--- src/hdl/edp_pkg.sv ---
package edp_pkg;

	// ****************************************************************
	// Bus geometry
	// ****************************************************************
	localparam int ADDR_W = 18;
	localparam int DATA_W = 32;
	localparam int ACC_W  = 34;

	// ****************************************************************
	// Register indices (byte address is four times the index)
	// ****************************************************************
	localparam logic [15:0] IDX_ROT_DIR     = 16'h2000;
	localparam logic [15:0] IDX_ORIGIN_SEL  = 16'h2081;
	localparam logic [15:0] IDX_PULSE_CNT   = 16'h2212;
	localparam logic [15:0] IDX_LIN_RES     = 16'h2281;
	localparam logic [15:0] IDX_CTRL        = 16'h2f00;
	localparam logic [15:0] IDX_ENC_RES     = 16'h2f01;
	localparam logic [15:0] IDX_PITCH_EDGES = 16'h2f02;
	localparam logic [15:0] IDX_STATUS      = 16'h2f03;
	localparam logic [15:0] IDX_POSITION    = 16'h2f04;

	localparam logic [ADDR_W-1:0] A_ROT_DIR     = {IDX_ROT_DIR, 2'b00};
	localparam logic [ADDR_W-1:0] A_ORIGIN_SEL  = {IDX_ORIGIN_SEL, 2'b00};
	localparam logic [ADDR_W-1:0] A_PULSE_CNT   = {IDX_PULSE_CNT, 2'b00};
	localparam logic [ADDR_W-1:0] A_LIN_RES     = {IDX_LIN_RES, 2'b00};
	localparam logic [ADDR_W-1:0] A_CTRL        = {IDX_CTRL, 2'b00};
	localparam logic [ADDR_W-1:0] A_ENC_RES     = {IDX_ENC_RES, 2'b00};
	localparam logic [ADDR_W-1:0] A_PITCH_EDGES = {IDX_PITCH_EDGES, 2'b00};
	localparam logic [ADDR_W-1:0] A_STATUS      = {IDX_STATUS, 2'b00};
	localparam logic [ADDR_W-1:0] A_POSITION    = {IDX_POSITION, 2'b00};

	// ****************************************************************
	// Field positions
	// ****************************************************************
	localparam int BIT_REVERSE   = 0;
	localparam int BIT_BOTH_DIR  = 0;
	localparam int BIT_LINEAR    = 0;
	localparam int BIT_RESTART   = 1;
	localparam int ST_ARMED      = 0;
	localparam int ST_LINEAR     = 1;
	localparam int ST_BOTH_DIR   = 2;
	localparam int ST_REVERSE    = 3;
	localparam int ST_ORIGIN     = 4;

	// ****************************************************************
	// Reset values
	// ****************************************************************
	localparam logic [15:0]       RST_ROT_DIR     = 16'h0000;
	localparam logic [15:0]       RST_ORIGIN_SEL  = 16'h0000;
	localparam logic [DATA_W-1:0] RST_PULSE_CNT   = 32'h0000_0800;
	localparam logic [DATA_W-1:0] RST_LIN_RES     = 32'h0000_0014;
	localparam logic [DATA_W-1:0] RST_ENC_RES     = 32'h0100_0000;
	localparam logic [DATA_W-1:0] RST_PITCH_EDGES = 32'h0000_0100;

	// ****************************************************************
	// Origin pulse: one A pulse spans this many output edges
	// ****************************************************************
	localparam logic [1:0] ORIGIN_EDGES = 2'h2;

endpackage

--- src/hdl/edp_quad_gen.sv ---
`timescale 1ns/1ps
`default_nettype none

module edp_quad_gen
	import edp_pkg::*;
(
	input  wire logic pclk,      // Clock
	input  wire logic presetn,   // Async reset, active low
	input  wire logic ce,        // Clock enable
	input  wire logic clear,     // Return to phase state 0
	input  wire logic step,      // One output edge
	input  wire logic fwd,       // Step direction, 1 = forward
	output logic      a_out,     // Phase A
	output logic      a_out_n,   // Phase A complement
	output logic      b_out,     // Phase B
	output logic      b_out_n    // Phase B complement
);

	// ****************************************************************
	// Gray sequence 00,01,11,10: A leads B going forward
	// ****************************************************************
	typedef enum logic [1:0] {
		Q0 = 2'b00,
		Q1 = 2'b01,
		Q2 = 2'b11,
		Q3 = 2'b10
	} edp_quad_t;

	edp_quad_t state_r;
	edp_quad_t state_nxt;

	always_comb begin
		state_nxt = state_r;
		if (step) begin
			case (state_r)
				Q0:      state_nxt = fwd ? Q1 : Q3;
				Q1:      state_nxt = fwd ? Q2 : Q0;
				Q2:      state_nxt = fwd ? Q3 : Q1;
				Q3:      state_nxt = fwd ? Q0 : Q2;
				default: state_nxt = Q0;
			endcase
		end
	end

	always_ff @(posedge pclk or negedge presetn) begin
		if (!presetn) begin
			state_r <= Q0;
		end else if (ce) begin
			state_r <= clear ? Q0 : state_nxt;
		end
	end

	always_ff @(posedge pclk or negedge presetn) begin
		if (!presetn) begin
			a_out   <= 1'b0;
			a_out_n <= 1'b1;
			b_out   <= 1'b0;
			b_out_n <= 1'b1;
		end else if (ce) begin
			a_out   <= clear ? 1'b0 : state_nxt[0];
			a_out_n <= clear ? 1'b1 : ~state_nxt[0];
			b_out   <= clear ? 1'b0 : state_nxt[1];
			b_out_n <= clear ? 1'b1 : ~state_nxt[1];
		end
	end

endmodule

`default_nettype wire

--- src/hdl/edp_pulse_out.sv ---
// The APB slave port was chosen for this implementation.
`timescale 1ns/1ps
`default_nettype none

module edp_pulse_out
	import edp_pkg::*;
(
	input  wire logic              pclk,          // Clock, 10 MHz
	input  wire logic              presetn,       // Async reset, active low
	input  wire logic              ce,            // Clock enable, freezes all state
	input  wire logic              psel,          // APB select
	input  wire logic              penable,       // APB enable
	input  wire logic              pwrite,        // APB direction
	input  wire logic [ADDR_W-1:0] paddr,         // APB byte address
	input  wire logic [DATA_W-1:0] pwdata,        // APB write data
	output logic      [DATA_W-1:0] prdata,        // APB read data
	output logic                   pready,        // APB ready
	output logic                   pslverr,       // APB error
	input  wire logic              enc_step,      // One encoder count
	input  wire logic              enc_up,        // Encoder counts up
	input  wire logic              enc_origin,    // Encoder reference mark seen
	output logic                   quad_a_out,    // Phase A
	output logic                   quad_a_out_n,  // Phase A complement
	output logic                   quad_b_out,    // Phase B
	output logic                   quad_b_out_n,  // Phase B complement
	output logic                   origin_out,    // Origin pulse
	output logic                   origin_out_n   // Origin pulse complement
);

	// ****************************************************************
	// Register file
	// ****************************************************************
	logic [15:0]       rotation_direction_select_r;
	logic [15:0]       origin_pulse_direction_select_r;
	logic [DATA_W-1:0] rotary_output_pulse_count_r;
	logic [DATA_W-1:0] linear_output_resolution_r;
	logic              linear_motor_r;
	logic [DATA_W-1:0] enc_counts_per_rev_r;
	logic [DATA_W-1:0] pitch_edges_r;

	// Settings in force since the last restart
	logic              act_reverse_r;
	logic              act_both_dir_r;
	logic              act_linear_r;
	logic [ACC_W-1:0]  act_num_r;
	logic [ACC_W-1:0]  act_den_r;
	logic              loaded_r;

	logic              armed_r;
	logic [ACC_W-1:0]  acc_r;
	logic [DATA_W-1:0] position_r;
	logic [1:0]        origin_left_r;
	logic              origin_r;
	logic              origin_n_r;

	logic              wr_en;
	logic              rd_en;
	logic              addr_hit;
	logic              restart;
	logic              mov_fwd;
	logic              origin_dir_ok;
	logic              origin_take;
	logic [ACC_W-1:0]  acc_sum;
	logic              out_step;
	logic [ACC_W-1:0]  num_nxt;
	logic [ACC_W-1:0]  den_nxt;

	assign wr_en   = psel && penable && pwrite;
	assign rd_en   = psel && penable && !pwrite;
	assign pready  = 1'b1;
	assign pslverr = psel && penable && !addr_hit;

	always_comb begin
		case (paddr)
			A_ROT_DIR, A_ORIGIN_SEL, A_PULSE_CNT, A_LIN_RES, A_CTRL,
			A_ENC_RES, A_PITCH_EDGES, A_STATUS, A_POSITION: addr_hit = 1'b1;
			default: addr_hit = 1'b0;
		endcase
	end

	// A write of the restart bit or the first cycle after reset reloads settings
	assign restart = !loaded_r || (wr_en && paddr == A_CTRL && pwdata[BIT_RESTART]);

	always_ff @(posedge pclk or negedge presetn) begin
		if (!presetn) begin
			rotation_direction_select_r     <= RST_ROT_DIR;
			origin_pulse_direction_select_r <= RST_ORIGIN_SEL;
			rotary_output_pulse_count_r     <= RST_PULSE_CNT;
			linear_output_resolution_r      <= RST_LIN_RES;
			linear_motor_r                  <= 1'b0;
			enc_counts_per_rev_r            <= RST_ENC_RES;
			pitch_edges_r                   <= RST_PITCH_EDGES;
		end else if (ce && wr_en) begin
			case (paddr)
				A_ROT_DIR:     rotation_direction_select_r     <= pwdata[15:0];
				A_ORIGIN_SEL:  origin_pulse_direction_select_r <= pwdata[15:0];
				A_PULSE_CNT:   rotary_output_pulse_count_r     <= pwdata;
				A_LIN_RES:     linear_output_resolution_r      <= pwdata;
				A_CTRL:        linear_motor_r                  <= pwdata[BIT_LINEAR];
				A_ENC_RES:     enc_counts_per_rev_r            <= pwdata;
				A_PITCH_EDGES: pitch_edges_r                   <= pwdata;
				default: ;
			endcase
		end
	end

	always_comb begin
		prdata = '0;
		if (rd_en) begin
			case (paddr)
				A_ROT_DIR:     prdata = {16'h0000, rotation_direction_select_r};
				A_ORIGIN_SEL:  prdata = {16'h0000, origin_pulse_direction_select_r};
				A_PULSE_CNT:   prdata = rotary_output_pulse_count_r;
				A_LIN_RES:     prdata = linear_output_resolution_r;
				A_CTRL:        prdata = {31'h0000_0000, linear_motor_r};
				A_ENC_RES:     prdata = enc_counts_per_rev_r;
				A_PITCH_EDGES: prdata = pitch_edges_r;
				A_STATUS: begin
					prdata[ST_ARMED]    = armed_r;
					prdata[ST_LINEAR]   = act_linear_r;
					prdata[ST_BOTH_DIR] = act_both_dir_r;
					prdata[ST_REVERSE]  = act_reverse_r;
					prdata[ST_ORIGIN]   = origin_r;
				end
				A_POSITION:    prdata = position_r;
				default:       prdata = '0;
			endcase
		end
	end

	// ****************************************************************
	// Division ratio taken at restart
	// ****************************************************************
	// Rotary: 4 output edges per pulse against encoder counts per revolution
	// Linear: output edges per pitch against feedback edges per pitch
	always_comb begin
		if (linear_motor_r) begin
			num_nxt = {2'b00, linear_output_resolution_r};
			den_nxt = {2'b00, pitch_edges_r};
		end else begin
			num_nxt = {rotary_output_pulse_count_r, 2'b00};
			den_nxt = {2'b00, enc_counts_per_rev_r};
		end
	end

	always_ff @(posedge pclk or negedge presetn) begin
		if (!presetn) begin
			loaded_r       <= 1'b0;
			act_reverse_r  <= 1'b0;
			act_both_dir_r <= 1'b0;
			act_linear_r   <= 1'b0;
			act_num_r      <= '0;
			act_den_r      <= '0;
		end else if (ce && restart) begin
			loaded_r       <= 1'b1;
			act_reverse_r  <= rotation_direction_select_r[BIT_REVERSE];
			act_both_dir_r <= origin_pulse_direction_select_r[BIT_BOTH_DIR];
			act_linear_r   <= linear_motor_r;
			act_num_r      <= num_nxt;
			act_den_r      <= den_nxt;
		end
	end

	// ****************************************************************
	// Rate divider: one output edge each time the accumulator wraps
	// ****************************************************************
	assign acc_sum  = acc_r + act_num_r;
	assign out_step = loaded_r && enc_step && (acc_sum >= act_den_r);

	always_ff @(posedge pclk or negedge presetn) begin
		if (!presetn) begin
			acc_r <= '0;
		end else if (ce) begin
			if (restart) begin
				acc_r <= '0;
			end else if (out_step) begin
				acc_r <= acc_sum - act_den_r;
			end else if (loaded_r && enc_step) begin
				acc_r <= acc_sum;
			end
		end
	end

	// Forward movement in the selected sense; output form stays the same
	assign mov_fwd = enc_up ^ act_reverse_r;

	always_ff @(posedge pclk or negedge presetn) begin
		if (!presetn) begin
			position_r <= '0;
		end else if (ce) begin
			if (restart) begin
				position_r <= '0;
			end else if (out_step) begin
				position_r <= mov_fwd ? position_r + 32'h0000_0001 : position_r - 32'h0000_0001;
			end
		end
	end

	edp_quad_gen u_quad (
		.pclk    (pclk),
		.presetn (presetn),
		.ce      (ce),
		.clear   (restart),
		.step    (out_step),
		.fwd     (mov_fwd),
		.a_out   (quad_a_out),
		.a_out_n (quad_a_out_n),
		.b_out   (quad_b_out),
		.b_out_n (quad_b_out_n)
	);

	// ****************************************************************
	// Origin gating and arming
	// ****************************************************************
	// Forward-only mode: linear uses the encoder count sense until armed, rotary the movement
	always_comb begin
		if (act_both_dir_r) begin
			origin_dir_ok = armed_r || mov_fwd;
		end else if (act_linear_r) begin
			origin_dir_ok = armed_r || enc_up;
		end else begin
			origin_dir_ok = mov_fwd;
		end
	end

	// A reference mark is taken only when origin_dir_ok allows it and no restart is pending
	assign origin_take = loaded_r && !restart && enc_origin && origin_dir_ok;

	always_ff @(posedge pclk or negedge presetn) begin
		if (!presetn) begin
			armed_r <= 1'b0;
		end else if (ce) begin
			if (restart) begin
				armed_r <= 1'b0;
			end else if (origin_take) begin
				armed_r <= 1'b1;
			end
		end
	end

	// Pulse stays high for two output edges, the width of one A pulse
	always_ff @(posedge pclk or negedge presetn) begin
		if (!presetn) begin
			origin_left_r <= 2'h0;
			origin_r      <= 1'b0;
			origin_n_r    <= 1'b1;
		end else if (ce) begin
			if (restart) begin
				origin_left_r <= 2'h0;
				origin_r      <= 1'b0;
				origin_n_r    <= 1'b1;
			end else if (origin_take) begin
				origin_left_r <= ORIGIN_EDGES;
				origin_r      <= 1'b1;
				origin_n_r    <= 1'b0;
			end else if (out_step && origin_left_r != 2'h0) begin
				origin_left_r <= origin_left_r - 2'h1;
				origin_r      <= (origin_left_r != 2'h1);
				origin_n_r    <= (origin_left_r == 2'h1);
			end
		end
	end

	assign origin_out   = origin_r;
	assign origin_out_n = origin_n_r;

endmodule

`default_nettype wire

--- config.mk ---
export PLATFORM = sky130hd
export DESIGN_NAME = edp_pulse_out
export DESIGN_NICKNAME = d
export VERILOG_FILES = /design/src/hdl/edp_pkg.sv /design/src/hdl/edp_quad_gen.sv /design/src/hdl/edp_pulse_out.sv
export SDC_FILE = /design/constraint.sdc
export NUM_CORES = 1
export LEC_CHECK = 0
export BUFFER_PORTS_ARGS = -buffer_cell sky130_fd_sc_hd__buf_4
export CAP_MARGIN = 10
export CORE_ASPECT_RATIO = 0.9
export CORE_MARGIN = 5
export CORE_UTILIZATION = 55
export CTS_BUF_LIST = sky130_fd_sc_hd__clkbuf_8
export CTS_CLUSTER_DIAMETER = 100
export DETAILED_ROUTE_END_ITERATION = 10
export HOLD_SLACK_MARGIN = 0.03
export MAX_ROUTING_LAYER = met4
export PLACE_DENSITY = 0.77
export SYNTH_ARGS = -nofsm -noshare
export SYNTH_HDL_FRONTEND = slang
export SYNTH_SLANG_ARGS = --single-unit
--- constraint.sdc ---
create_clock -name pclk -period 7.56 [get_ports pclk]
set_input_delay 0.756 -clock pclk [delete_from_list [all_inputs] [get_ports pclk]]
set_output_delay 0.756 -clock pclk [all_outputs]
set_load 0.05 [all_outputs]
==> flow_summary.json <==
{
  "initial_core_utilization_pct": 56.1,
  "critPathKind": "flop to flop",
  "post_layout_nonfiller_instances": 2402,
  "asyncSetResetFlopFracSynth_pct": 100,
  "wire_per_inst_um": 22.2,
  "timing.critical_path.from": "act_num_r[0]$_DFFE_PN0P_",
  "min_path_type": "input pin to async pin",
  "postSynthCellCount": 1861,
  "dr.pass1.iters": 6,
  "nFillCells": 2736,
  "gp_congestion": 0.966,
  "post_cts.resized_instances": 0,
  "achievable-frequency_ghz": 0.163,
  "num_rows": 63,
  "max_cap_violations": 0,
  "cts.path.max_buffers": 3,
  "die_area_mm2": 0.0375,
  "placement.setup.worst_slack_ps": 1430,
  "final_critical_path_setup_slack_ps": 1420,
  "grt-ovfl-total": 0,
  "synth.ff_latch_count": 306,
  "vdd_ir_drop_max_v": 0.000174,
  "grt_pass1_wl_mm": 84.7,
  "synth_cell_type_count": 83,
  "layout.cells.most_common_list": "sky130_fd_sc_hd__dfrtp_1, sky130_fd_sc_hd__nand2_1, sky130_fd_sc_hd__mux2_2, sky130_fd_sc_hd__buf_4, sky130_fd_sc_hd__o21ai_0",
  "worstReg2RegStart": "act_num_r[0]$_DFFE_PN0P_",
  "worst-endpoint-arrival_ps": 6680,
  "dpl.hpwl_mm": 36.5,
  "fraction_of_final_layout_cells_with_drive_strength_greater_than_1_pct": 20.3,
  "timing.reg2reg.worst_path_depth": 20,
  "power_density_mw_per_mm2": 336,
  "io-pin-count": 99,
  "final-setup-viol-count": 0,
  "post_cts.repair.setup_buffers": 0,
  "syn-num-nets": 2020,
  "initialDrtViolationCount": 1375,
  "core_mm2": 0.0331,
  "total_power_consumption_of_the_routed_design_mw": 6.96,
  "die_height_um": 184,
  "most_common_library_cell_in_the_layout_ignoring_fill_and_taps": "sky130_fd_sc_hd__dfrtp_1",
  "cts_tree": "built",
  "final_max_slew_viols": 0,
  "synth-warning-count": 0,
  "die_w_um": 204,
  "final_hold_viol_count": 0,
  "cp-endpoint": "position_r[4]$_DFFE_PN0P_",
  "first_global_vias": 15300,
  "antenna_found_initial": 0,
  "final.hold.worst_slack_ps": 264,
  "htree_num_levels": 2,
  "final.setup.tns_ps": 0,
  "hold_buffers": 0,
  "period_share_pct": 81.2,
  "postRouteWirelength_mm": 53.4,
  "syn2layout_area_growth_pct": 11.6,
  "max_slew.worst_pin.slew_ps": 1170,
  "dr_total_vias": 15300,
  "run_status": "completed",
  "clkSlewWorstSetupHoldPaths_ps": 60,
  "grt_util_all_layers_pct": 29.0,
  "via_density_per_instance": 6.37,
  "area_of_placed_instances_mm2": 0.0197,
  "timing.max_slew.rel_slack_pct": 21.7,
  "port_buffers": 97,
  "ant_nets": 0,
  "grt_setup_unrepaired": "no",
  "yosys_most_used_dff": "sky130_fd_sc_hd__dfrtp_1",
  "power_leakage_nw": 9.66,
  "dp_cells": 2305,
  "synth_enable_flop_cells": 0,
  "remaining_drc_errors": 0,
  "critPathCaptureType": "flop",
  "grt_max_degree": 178,
  "reg2reg_setup_slack_ps": 1420,
  "clock_latency_ps": 610,
  "required_worst_endpoint_ps": 8100,
  "clock-skew-final_ps": 19.1,
  "clock_sink_count": 306,
  "root_buf_cell": "sky130_fd_sc_hd__clkbuf_8",
  "r2r-end": "position_r[4]$_DFFE_PN0P_",
  "cts-buffers-inserted": 51,
  "syn_area_mm2": 0.0186,
  "yosysSeqAreaShare_pct": 41.3,
  "final_core_utilization_pct": 62.6,
  "critPathMaxFanout": 37,
  "timing.critical_path.from_type": "flop",
  "design.final.nets": 2096,
  "postSynthAreaPerCell_um2": 9.98,
  "period_needed_ps": 6140,
  "finish.instance_area_mm2": 0.0207
}
-- registers in the layout, indices dropped and copies added, names as in the netlist, 2 cells and up --
signal	count
rotation_direction_select_r	16
act_num_r	34
linear_output_resolution_r	32
origin_left_r	2
position_r	32
rotary_output_pulse_count_r	32
act_den_r	32
acc_r	34
origin_pulse_direction_select_r	16
pitch_edges_r	32
enc_counts_per_rev_r	32
-- worst min-delay path by stage --
stage                                    from                                   to  depth (start not counted)  slack [ps]
floorplan            act_num_r[0]$_DFFE_PN0P_             act_num_r[0]$_DFFE_PN0P_                          2         450
global placement     act_num_r[0]$_DFFE_PN0P_             act_num_r[0]$_DFFE_PN0P_                          2         460
detailed placement  act_den_r[29]$_DFFE_PN0P_            act_den_r[29]$_DFFE_PN0P_                          2         470
CTS                                   presetn             act_den_r[5]$_DFFE_PN0P_                          1         300
global route                          presetn  enc_counts_per_rev_r[2]$_DFFE_PN0P_                          1         340
finish                                presetn             act_den_r[2]$_DFFE_PN0P_                          1         260
-- layer usage --
metal,track usage [%],wire length [um]
met3,4.54,3940
met4,10.8,2130
met1,40.3,23900
met5,-,0
met2,43.2,23500
-- power breakdown --
| part | switching (mW) | leakage [nW] | internal, mW |
|---|---|---|---|
| Combinational | 1.99 | 4.99 | 1.42 |
| Sequential | 0.200 | 4.04 | 1.86 |
| Clock | 0.695 | 0.628 | 0.800 |
-- worst max-delay path: stages (launching register included) --
cell and delay [ps]:
sky130_fd_sc_hd__dfrtp_1 380, sky130_fd_sc_hd__ha_1 230, sky130_fd_sc_hd__fa_1 400, sky130_fd_sc_hd__a21oi_1 290, sky130_fd_sc_hd__o2111ai_1 230, sky130_fd_sc_hd__nand2_1 160, sky130_fd_sc_hd__o21ai_0 170, sky130_fd_sc_hd__a21o_1 220
sky130_fd_sc_hd__a21oi_1 170, sky130_fd_sc_hd__xnor2_1 180, sky130_fd_sc_hd__ha_1 330, sky130_fd_sc_hd__and3_1 230, sky130_fd_sc_hd__and2_1 200, sky130_fd_sc_hd__a221oi_1 300, sky130_fd_sc_hd__o31ai_1 200, sky130_fd_sc_hd__a221oi_1 530
sky130_fd_sc_hd__a21o_1 250, sky130_fd_sc_hd__o2111ai_4 180, sky130_fd_sc_hd__o21bai_4 810, sky130_fd_sc_hd__buf_4 370, sky130_fd_sc_hd__a22o_1 180
-- cell families (layout without fill, tap and decap cells) --
logic type | count (synthesis) | count (layout) | synth area share [%]
AOI/OAI and AO/OA | 485 | 485 | 17.9
xor gates and xnor gates | 86 | 86 | 4.06
adders and majority gates | 100 | 100 | 6.86
buffers and inverters | 171 | 289 | 3.69
DFF | 306 | 306 | 41.3
muxes | 245 | 245 | 14.4
other | 1 | 2 | 0.0202
and+or+nand+nor | 467 | 467 | 11.7
-- synth_stat cells (56+ instances only) --
cell type,number,area [um2]
sky130_fd_sc_hd__xnor2_1,57,499
sky130_fd_sc_hd__inv_1,75,282
sky130_fd_sc_hd__ha_1,97,1210
sky130_fd_sc_hd__a21oi_1,88,440
sky130_fd_sc_hd__nand2_1,230,863
sky130_fd_sc_hd__dfrtp_1,298,7460
sky130_fd_sc_hd__mux2i_1,66,661
sky130_fd_sc_hd__clkbuf_1,69,259
sky130_fd_sc_hd__o21ai_0,105,526
sky130_fd_sc_hd__nor2_1,56,210
sky130_fd_sc_hd__nand3_1,61,305
sky130_fd_sc_hd__mux2_2,179,2020
-- area by class of cell --
type	instances	area [um2]	area share (%)
clock buffer	64	881	4.25
clock inverter	31	170	0.821
multi-input combinational	1384	10300	49.5
timing repair buffer	119	926	4.47
antenna	1	2.50	0.0121
tap	422	528	2.55
inverter	75	282	1.36
sequential	306	7670	37.0
Power figures use the tool's default switching activity.
